===== src/design/mcd_consts.svh =====
`ifndef MCD_CONSTS_SVH
`define MCD_CONSTS_SVH

// register byte addresses
`define MCD_ADDR_CTRL        8'h00
`define MCD_ADDR_HOME_SPEED  8'h04
`define MCD_ADDR_HOME_ACCEL  8'h08
`define MCD_ADDR_HOME_OFFSET 8'h0c
`define MCD_ADDR_HOME_DIR    8'h10
`define MCD_ADDR_JOG_SPEED   8'h14
`define MCD_ADDR_JOG_ACCEL   8'h18
`define MCD_ADDR_JOG_TORQUE  8'h1c
`define MCD_ADDR_JOG_TRAVEL  8'h20
`define MCD_ADDR_PRESET_POS  8'h24
`define MCD_ADDR_DIRECT_MAP  8'h28
`define MCD_ADDR_STATUS      8'h2c
`define MCD_ADDR_CMD_POS     8'h30

// control register fields
`define MCD_CTRL_POS_BIT     0
`define MCD_CTRL_COMPAT_BIT  1
`define MCD_CTRL_MAP_LSB     8
`define MCD_CTRL_MAP_MSB     15

// ranges and reset values
`define MCD_SPEED_MAX        32'h0000_0fa0
`define MCD_SPEED_RST        13'h12c
`define MCD_ACCEL_MAX        32'h0000_7530
`define MCD_ACCEL_RST        15'h064
`define MCD_TORQUE_MAX       32'h0000_00fa
`define MCD_TORQUE_RST       8'h64
`define MCD_TRAVEL_MIN       32'h0000_0001
`define MCD_TRAVEL_MAX       32'h007f_ffff
`define MCD_TRAVEL_RST       23'h000001
`define MCD_POS_RST          24'h000000
`define MCD_HOME_DIR_RST     1'h1
`define MCD_DIRECT_MAP_RST   24'h543210
`define MCD_DATA_NO_W        4
`define MCD_DIRECT_COUNT     6
`define MCD_TERM_COUNT       8

`endif


===== src/design/mcd_pkg.sv =====
package mcd_pkg;

    typedef enum logic [2:0]
    {
        MCD_CMD_NONE       = 3'b000,
        MCD_CMD_POSITION   = 3'b001,
        MCD_CMD_HOME       = 3'b010,
        MCD_CMD_SEQUENTIAL = 3'b011,
        MCD_CMD_DIRECT     = 3'b100,
        MCD_CMD_JOG        = 3'b101
    } mcd_cmd_kind_type;

    // raw input terminals as they arrive from the host controller
    typedef struct packed
    {
        logic [7:0] tool_terms;
        logic [3:0] op_select;
        logic       start;
        logic       home_start;
        logic       home_sensor;
        logic       sequential_start;
        logic [5:0] direct_select_inputs;
        logic       jog_positive;
        logic       jog_negative;
        logic       position_load;
        logic       free_run;
    } mcd_pins_type;

    // one motion request to the profile generator
    typedef struct packed
    {
        logic             valid;
        mcd_cmd_kind_type kind;
        logic [3:0]       data_no;
        logic             dir_positive;
        logic [12:0]      speed;
        logic [14:0]      accel_ms;
        logic [7:0]       torque_pct;
        logic [22:0]      travel;
        logic [23:0]      offset;
    } mcd_cmd_type;

    // status outputs, each gated by the position mode bit or the compat mode bit
    typedef struct packed
    {
        logic ready;
        logic home_position;
        logic end_done;
        logic torque_limit_reached;
        logic legacy_torque_limit_flag;
    } mcd_outs_type;

endpackage : mcd_pkg


===== src/design/mcd_top.sv =====
// The placing of the registers and the strobed register port were left to the implementer.
`include "mcd_consts.svh"

module mcd_top
    import mcd_pkg::*;
(
    input  wire logic         clk,
    input  wire logic         rst,
    input  wire mcd_pins_type pins,
    input  wire logic         alarm_flag,
    input  wire logic         motor_moving,
    input  wire logic         motion_done,
    input  wire logic         torque_at_limit,
    input  wire logic [7:0]   reg_addr,
    input  wire logic [31:0]  reg_wdata,
    input  wire logic         reg_write,
    input  wire logic         reg_read,
    output logic [31:0]       reg_rdata,
    output mcd_cmd_type       motion_cmd,
    output logic              home_sensor_active,
    output logic              tool_functions_allowed,
    output mcd_outs_type      status_outs
);

    // saturate a written value into its legal range
    function automatic logic [31:0] mcd_clamp(input logic [31:0] v, input logic [31:0] lo, input logic [31:0] hi);
        logic [31:0] r;
        r = v;
        if (v < lo)
            r = lo;
        if (v > hi)
            r = hi;
        return r;
    endfunction : mcd_clamp

    // lowest asserted direct select line wins when several rise together
    function automatic logic [2:0] mcd_first(input logic [5:0] v);
        logic [2:0] idx;
        idx = 3'h0;
        for (int i = `MCD_DIRECT_COUNT - 1; i >= 0; i--)
            if (v[i])
                idx = 3'(i);
        return idx;
    endfunction : mcd_first

    logic                  pos_mode;
    logic                  compat_mode;
    logic [7:0]            unlock_map;
    logic [12:0]           home_speed;
    logic [14:0]           home_accel;
    logic [23:0]           home_offset;
    logic                  home_dir;
    logic [12:0]           jog_speed;
    logic [14:0]           jog_accel;
    logic [7:0]            jog_torque;
    logic [22:0]           jog_travel;
    logic [23:0]           preset_pos;
    logic [23:0]           direct_map;
    logic [23:0]           cmd_pos;
    logic [3:0]            seq_no;
    logic                  home_active;
    logic                  home_established;
    mcd_pins_type          sync1;
    mcd_pins_type          sync2;
    mcd_pins_type          sync3;
    mcd_pins_type          filt;
    mcd_pins_type          filt_d;
    mcd_pins_type          rise;
    logic                  may_start;
    logic                  any_start_level;
    logic [3:0]            ms_no;
    mcd_cmd_type           next_cmd;
    logic                  pload_ok;

    // three stage input capture; a change counts once stages two and three agree
    always_ff @(posedge clk)
    begin
        sync1 <= pins;
        sync2 <= sync1;
        sync3 <= sync2;
    end

    always_ff @(posedge clk)
    begin
        if (rst)
        begin
            filt   <= '0;
            filt_d <= '0;
        end
        else
        begin
            for (int b = 0; b < $bits(mcd_pins_type); b++)
                if (sync2[b] == sync3[b])
                    filt[b] <= sync3[b];
            filt_d <= filt;
        end
    end

    assign rise = filt & ~filt_d;

    // register writes; speed, acceleration, torque and travel are clamped into range, offsets, direction and maps are not
    always_ff @(posedge clk)
    begin
        if (rst)
        begin
            pos_mode    <= 1'b0;
            compat_mode <= 1'b0;
            unlock_map  <= 8'h00;
            home_speed  <= `MCD_SPEED_RST;
            home_accel  <= `MCD_ACCEL_RST;
            home_offset <= `MCD_POS_RST;
            home_dir    <= `MCD_HOME_DIR_RST;
            jog_speed   <= `MCD_SPEED_RST;
            jog_accel   <= `MCD_ACCEL_RST;
            jog_torque  <= `MCD_TORQUE_RST;
            jog_travel  <= `MCD_TRAVEL_RST;
            preset_pos  <= `MCD_POS_RST;
            direct_map  <= `MCD_DIRECT_MAP_RST;
        end
        else if (reg_write)
        begin
            unique case (reg_addr)
                `MCD_ADDR_CTRL:
                begin
                    pos_mode    <= reg_wdata[`MCD_CTRL_POS_BIT];
                    compat_mode <= reg_wdata[`MCD_CTRL_COMPAT_BIT];
                    unlock_map  <= reg_wdata[`MCD_CTRL_MAP_MSB:`MCD_CTRL_MAP_LSB];
                end
                `MCD_ADDR_HOME_SPEED:  home_speed  <= 13'(mcd_clamp(reg_wdata, 32'h0, `MCD_SPEED_MAX));
                `MCD_ADDR_HOME_ACCEL:  home_accel  <= 15'(mcd_clamp(reg_wdata, 32'h0, `MCD_ACCEL_MAX));
                `MCD_ADDR_HOME_OFFSET: home_offset <= reg_wdata[23:0];
                `MCD_ADDR_HOME_DIR:    home_dir    <= reg_wdata[0];
                `MCD_ADDR_JOG_SPEED:   jog_speed   <= 13'(mcd_clamp(reg_wdata, 32'h0, `MCD_SPEED_MAX));
                `MCD_ADDR_JOG_ACCEL:   jog_accel   <= 15'(mcd_clamp(reg_wdata, 32'h0, `MCD_ACCEL_MAX));
                `MCD_ADDR_JOG_TORQUE:  jog_torque  <= 8'(mcd_clamp(reg_wdata, 32'h0, `MCD_TORQUE_MAX));
                `MCD_ADDR_JOG_TRAVEL:  jog_travel  <= 23'(mcd_clamp(reg_wdata, `MCD_TRAVEL_MIN, `MCD_TRAVEL_MAX));
                `MCD_ADDR_PRESET_POS:  preset_pos  <= reg_wdata[23:0];
                `MCD_ADDR_DIRECT_MAP:  direct_map  <= reg_wdata[23:0];
                default:
                begin
                end
            endcase
        end
    end

    // read data stands in the cycle after the strobe; unmapped reads give zero
    always_ff @(posedge clk)
    begin
        if (rst)
            reg_rdata <= 32'h0;
        else if (reg_read)
        begin
            unique case (reg_addr)
                `MCD_ADDR_CTRL:        reg_rdata <= {16'h0, unlock_map, 6'h0, compat_mode, pos_mode};
                `MCD_ADDR_HOME_SPEED:  reg_rdata <= {19'h0, home_speed};
                `MCD_ADDR_HOME_ACCEL:  reg_rdata <= {17'h0, home_accel};
                `MCD_ADDR_HOME_OFFSET: reg_rdata <= {{8{home_offset[23]}}, home_offset};
                `MCD_ADDR_HOME_DIR:    reg_rdata <= {31'h0, home_dir};
                `MCD_ADDR_JOG_SPEED:   reg_rdata <= {19'h0, jog_speed};
                `MCD_ADDR_JOG_ACCEL:   reg_rdata <= {17'h0, jog_accel};
                `MCD_ADDR_JOG_TORQUE:  reg_rdata <= {24'h0, jog_torque};
                `MCD_ADDR_JOG_TRAVEL:  reg_rdata <= {9'h0, jog_travel};
                `MCD_ADDR_PRESET_POS:  reg_rdata <= {{8{preset_pos[23]}}, preset_pos};
                `MCD_ADDR_DIRECT_MAP:  reg_rdata <= {8'h0, direct_map};
                `MCD_ADDR_STATUS:      reg_rdata <= {24'h0, seq_no, 1'b0, home_active, home_established,
                                                     tool_functions_allowed};
                `MCD_ADDR_CMD_POS:     reg_rdata <= {{8{cmd_pos[23]}}, cmd_pos};
                default:               reg_rdata <= 32'h0;
            endcase
        end
        else
            reg_rdata <= 32'h0;
    end

    // unassigned unlock reads as ON, several assigned terminals must all be ON
    always_ff @(posedge clk)
    begin
        if (rst)
            tool_functions_allowed <= 1'b1;
        else
            tool_functions_allowed <= ((filt.tool_terms & unlock_map) == unlock_map);
    end

    // motion may only start in position mode with the free input off
    assign may_start = pos_mode && !filt.free_run;
    assign any_start_level = filt.start | filt.home_start | filt.sequential_start | (|filt.direct_select_inputs)
                           | filt.jog_positive | filt.jog_negative;
    assign ms_no = direct_map[mcd_first(rise.direct_select_inputs) * 4 +: 4];

    // pick one request per cycle; home first, then start, sequential, direct, jog
    always_comb
    begin
        next_cmd = '0;
        next_cmd.torque_pct = `MCD_TORQUE_RST;
        if (may_start)
        begin
            if (rise.home_start)
            begin
                next_cmd.valid        = 1'b1;
                next_cmd.kind         = MCD_CMD_HOME;
                next_cmd.dir_positive = home_dir;
                next_cmd.speed        = home_speed;
                next_cmd.accel_ms     = home_accel;
                next_cmd.offset       = home_offset;
            end
            else if (rise.start)
            begin
                next_cmd.valid   = 1'b1;
                next_cmd.kind    = MCD_CMD_POSITION;
                next_cmd.data_no = filt.op_select;
            end
            else if (rise.sequential_start)
            begin
                next_cmd.valid   = 1'b1;
                next_cmd.kind    = MCD_CMD_SEQUENTIAL;
                next_cmd.data_no = seq_no;
            end
            else if (|rise.direct_select_inputs)
            begin
                next_cmd.valid   = 1'b1;
                next_cmd.kind    = MCD_CMD_DIRECT;
                next_cmd.data_no = ms_no;
            end
            else if (rise.jog_positive || rise.jog_negative)
            begin
                next_cmd.valid        = 1'b1;
                next_cmd.kind         = MCD_CMD_JOG;
                next_cmd.dir_positive = rise.jog_positive;
                next_cmd.speed        = jog_speed;
                next_cmd.accel_ms     = jog_accel;
                next_cmd.torque_pct   = jog_torque;
                next_cmd.travel       = jog_travel;
            end
        end
    end

    // request register; valid is a one-cycle pulse, the fields hold until the next one
    always_ff @(posedge clk)
    begin
        if (rst)
            motion_cmd <= '0;
        else
        begin
            motion_cmd.valid <= next_cmd.valid;
            if (next_cmd.valid)
                motion_cmd <= next_cmd;
        end
    end

    // the sequence number follows the last positioning number that ran
    always_ff @(posedge clk)
    begin
        if (rst)
            seq_no <= 4'h0;
        else if (next_cmd.valid && next_cmd.kind != MCD_CMD_HOME && next_cmd.kind != MCD_CMD_JOG)
            seq_no <= next_cmd.data_no + 4'h1;
    end

    // homing state: the origin counts once the homing move ends and the motor is still
    always_ff @(posedge clk)
    begin
        if (rst)
        begin
            home_active      <= 1'b0;
            home_established <= 1'b0;
        end
        else if (next_cmd.valid)
        begin
            home_active      <= (next_cmd.kind == MCD_CMD_HOME);
            home_established <= 1'b0; // any new move leaves the origin
        end
        else if (!pos_mode)
            home_active <= 1'b0;
        else if (home_active && motion_done && !motor_moving)
        begin
            home_active      <= 1'b0;
            home_established <= 1'b1;
        end
        else if (pload_ok)
            home_established <= 1'b1; // a preset also sets the origin
    end

    // sensor is only meaningful to the profile generator while homing
    always_ff @(posedge clk)
    begin
        if (rst)
            home_sensor_active <= 1'b0;
        else
            home_sensor_active <= home_active && filt.home_sensor;
    end

    // preset acts on the rising edge only, never during alarm or motion
    assign pload_ok = pos_mode && rise.position_load && !alarm_flag && !motor_moving;

    always_ff @(posedge clk)
    begin
        if (rst)
            cmd_pos <= `MCD_POS_RST;
        else if (pload_ok)
            cmd_pos <= preset_pos;
    end

    // mode-dependent status outputs; absent signals are held low
    always_ff @(posedge clk)
    begin
        if (rst)
            status_outs <= '0;
        else
        begin
            status_outs.ready                    <= pos_mode && !any_start_level && !filt.free_run && !alarm_flag
                                                    && !motor_moving;
            status_outs.home_position            <= pos_mode && home_established && !motor_moving;
            status_outs.end_done                 <= pos_mode && motion_done && !motor_moving;
            status_outs.torque_limit_reached     <= !compat_mode && torque_at_limit;
            status_outs.legacy_torque_limit_flag <= compat_mode && torque_at_limit;
        end
    end
endmodule : mcd_top


===== config.mk =====
export PLATFORM = sky130hd
export DESIGN_NAME = mcd_top
export DESIGN_NICKNAME = d
export VERILOG_FILES = /design/src/design/mcd_pkg.sv /design/src/design/mcd_top.sv
export VERILOG_INCLUDE_DIRS = /design/src /design/src/design
export SDC_FILE = /design/constraint.sdc
export NUM_CORES = 1
export LEC_CHECK = 0
export BUFFER_PORTS_ARGS = -buffer_cell sky130_fd_sc_hd__buf_4
export CORE_AREA = 2 2 202 204
export CTS_CLUSTER_DIAMETER = 100
export DETAILED_ROUTE_END_ITERATION = 8
export DIE_AREA = 0 0 204 206
export HOLD_SLACK_MARGIN = 0.06
export SLEW_MARGIN = 20
export SYNTH_ARGS = -nofsm -noshare
export SYNTH_HDL_FRONTEND = slang
export SYNTH_SLANG_ARGS = --single-unit

===== constraint.sdc =====
create_clock -name clk -period 2.6 [get_ports clk]
set_clock_uncertainty 0.05 [all_clocks]
set_input_delay 0.39 -clock clk [delete_from_list [all_inputs] [get_ports clk]]
set_output_delay 0.39 -clock clk [all_outputs]
set_load 0.005 [all_outputs]

==> impl_metrics.ini <==
[logic_synthesis]
synth-seq-area-share_pct = 56.16
synth_area_sq_um = 15680
synth.area.top_cells = dfxtp_1 56%, nand2_1 7.0%, a21oi_1 5.3%
synth_edf_count = 0
async_flop_share_pct = 0
synth-main-ff-cell = dfxtp_1
ys_top_cells_by_count = 440 x dfxtp_1, 293 x nand2_1, 167 x a21oi_1
synthMostInstantiatedCell = dfxtp_1
avgSynthCellArea_sq_um = 9.237
synth_top_area_cell = dfxtp_1
synth_nets = 1773
ys_warn_count = 0
ys_ff_latch = 440
synth_top_area_share_pct = 56.16
synth.distinct_cells = 62
synthCells = 1698

[sta]
setup_slack_ns = 0.09169
timing.hold.ws_ns = 0.08070
rsz0062_at_grt = false
tightest_slew_ns = 0.8815
final.setup.tns_ns = 0
slew-limit-headroom_pct = 41.23
max_freq_ghz = 0.3987
slew_viol_final = 0
finalHoldViolations = 0
setup_viol = 0
min_period_ns = 2.508
period_share_pct = 96.47

[die]
row_count = 74
die_x_um = 204
die_h_um = 206
die-area_sq_um = 42020
start_util_pct = 39.03
design.core.area_sq_um = 40180
ios = 205

[placement]
dpl.cell_count = 2383
pre_cts_ws_ns = -0.03297
port-buffer-count = 204
dp_hpwl_mm = 37.38
place.gp.congestion = 0.9275

[critical_path]
cp.arrival_ns = 2.94
r2r_slack_ns = 0.09
critPathMaxFanout = 6
slowest_delay_ns = 0.58
crit_path_end = seq_no[3]$_SDFFE_PP0P_
path_buf_inv = 2
crit_path_start = filt_d[7]$_SDFF_PP0_
cp.depth = 9
cp-start-kind = register
r2r-start = filt_d[7]$_SDFF_PP0_
cp-end-kind = register
critPathSlowestCell = or4_1
reg2reg_depth = 9
path_cells = nand2b_1, buf_4, a211oi_4, buf_4, mux2i_1, nor3_1, or4_1, a311o_1, o221ai_1
cp_top_family = simple AND/OR/NAND/NOR gates
crit_type = reg -> reg
cp_common_cell = buf_4
required_ns = 3.03
r2r-end = seq_no[3]$_SDFFE_PP0P_

[cells_and_area]
fin_cells = 2500
nets = 2010
areaGrowthSynthToFinish_pct = 28.36
diodes = 0
layout-drive-gt1-share_pct = 20.48
final_core_util_pct = 50.10

[cts]
path_clk_slew_ns = 0.06
clockBufferDepth = 3
h-tree-depth = 2
clk-insertion-delay-late_ns = 0.57
clock-sinks = 440
cts_tree = built
cts-root-buf = clkbuf_16
postCtsSetupBuffers = 0
tritoncts.num_buffers = 46

[flow_run]
max_cap_violations = 0

[grt]
grt_max_degree = 181
grt_pass1_wl_mm = 80.24
overflow = 0
grt_pass1_vias = 12780
antenna_found_initial = 0
gr-usage-all-layers_pct = 25.10

[route]
antenna_left = 0
dr.first_iter.drc_count = 1576
finalWirelength_mm = 54.08
drc = 0
drt-wirelength-per-cell_um = 21.63
firstDrtPassIters = 6
vias = 13970
viasPerCell = 5.587

[power_and_ir_drop]
ir_drop_mv = 0.4705
leakage_nw = 7.513
powerDensity_nw_per_um2 = 714.4

[min_path]
hold_path.class = in -> reg
worstHoldStart = torque_at_limit

[status]
status = finished clean
==> cell type report <==
cell class | instances | area, sq um
fill | 3690 | 20050
timing repair buffer | 327 | 2749
clock inverter | 19 | 261.5
inverter | 18 | 67.56
multi-input combinational | 1102 | 6267
clock buffer | 62 | 1313
tap | 532 | 665.6
sequential | 440 | 8808
==> cells by family (layout without fill, tap and decap cells) <==
group                    after synthesis  after routing  share of synthesized area [%]
AO/OA/AOI/OAI                        484            484                          21.66
XOR/XNOR                               1              1                        0.05585
adder cells (fa/ha/maj)                1              1                        0.07976
buffers and inverters                156            426                          4.340
flip-flops                           440            440                          56.16
multiplexers                           9              9                         0.6621
AND/OR/NAND/NOR                      607            607                          17.04
==> registers in the layout, summed over array words and instances (netlist names), 12 cells and up <==
name / cells
sync2: 26
motion_cmd: 92
cmd_pos: 24
home_speed: 13
filt_d: 12
preset_pos: 24
sync1: 26
jog_accel: 15
sync3: 26
filt: 26
home_accel: 15
jog_speed: 13
reg_rdata: 25
home_offset: 24
jog_travel: 23
direct_map: 24
==> report_power, final <==
part / internal (W) / total, W / switching [W]
combinational: 0.000250 / 0.000631 / 0.000381
clock: 0.00413 / 0.00685 / 0.00272
sequential: 0.00685 / 0.00690 / 0.0000565
total: 0.0112 / 0.0144 / 0.00315
==> metal layers <==
metal / vias to the layer above / global-route usage, % / share of wire [%]
li1: 6564 / - / -
met1: 6566 / 35.71 / 43
met2: 719 / 37.95 / 43
met3: 118 / 4.683 / 9.6
met4: 0 / 9.006 / 3.4
met5: - / 0 / 0
==> worst min path at each step <==
stage / to / slack, ns / cells after the start
after floorplan: sync2[0]$_DFF_P_ / 0.26 / 0
after global placement: sync2[12]$_DFF_P_ / 0.26 / 0
after detailed placement: sync2[16]$_DFF_P_ / 0.26 / 0
after CTS: status_outs[0]$_SDFF_PP0_ / 0.07 / 2
after global routing: status_outs[0]$_SDFF_PP0_ / 0.08 / 2
final: status_outs[0]$_SDFF_PP0_ / 0.08 / 2
==> metrics by stage <==
step           cell area, sq um  power [W]
3_3_place_gp              18170   0.007609
2_1_floorplan             15690   0.007314
4_1_cts                   20100    0.01448
6_report                  20130    0.01438
3_5_place_dp              18170   0.007622
5_1_grt                   20130    0.01481
==> worst register-to-register path: cells and delay by family, from the launching register on <==
kind | cells | cell delay, ns
AOI/OAI and AO/OA | 3 | 0.68
buffers and inverters | 2 | 0.37
DFF | 1 | 0.30
muxes | 1 | 0.20
and+or+nand+nor | 3 | 0.83
==> cells in the final DEF, fill, tap and decap left out, types with 38 or more instances in the layout <==
cell type and n:
buf_4 274, clkbuf_16 47, nand2_1 293, nor3_1 38, nor2_1 132, nand3_1 50
dfxtp_1 440, a221oi_1 38, a211oi_1 39, a22o_1 63, a21oi_1 165
==> timing repair <==
action                     4_1_cts  5_1_grt
setup endpoints to repair        0        3
gates resized for setup          0        7
hold endpoints to repair        52        0
hold buffers                    36        0
No activity file was read; power rests on OpenSTA's default activity.
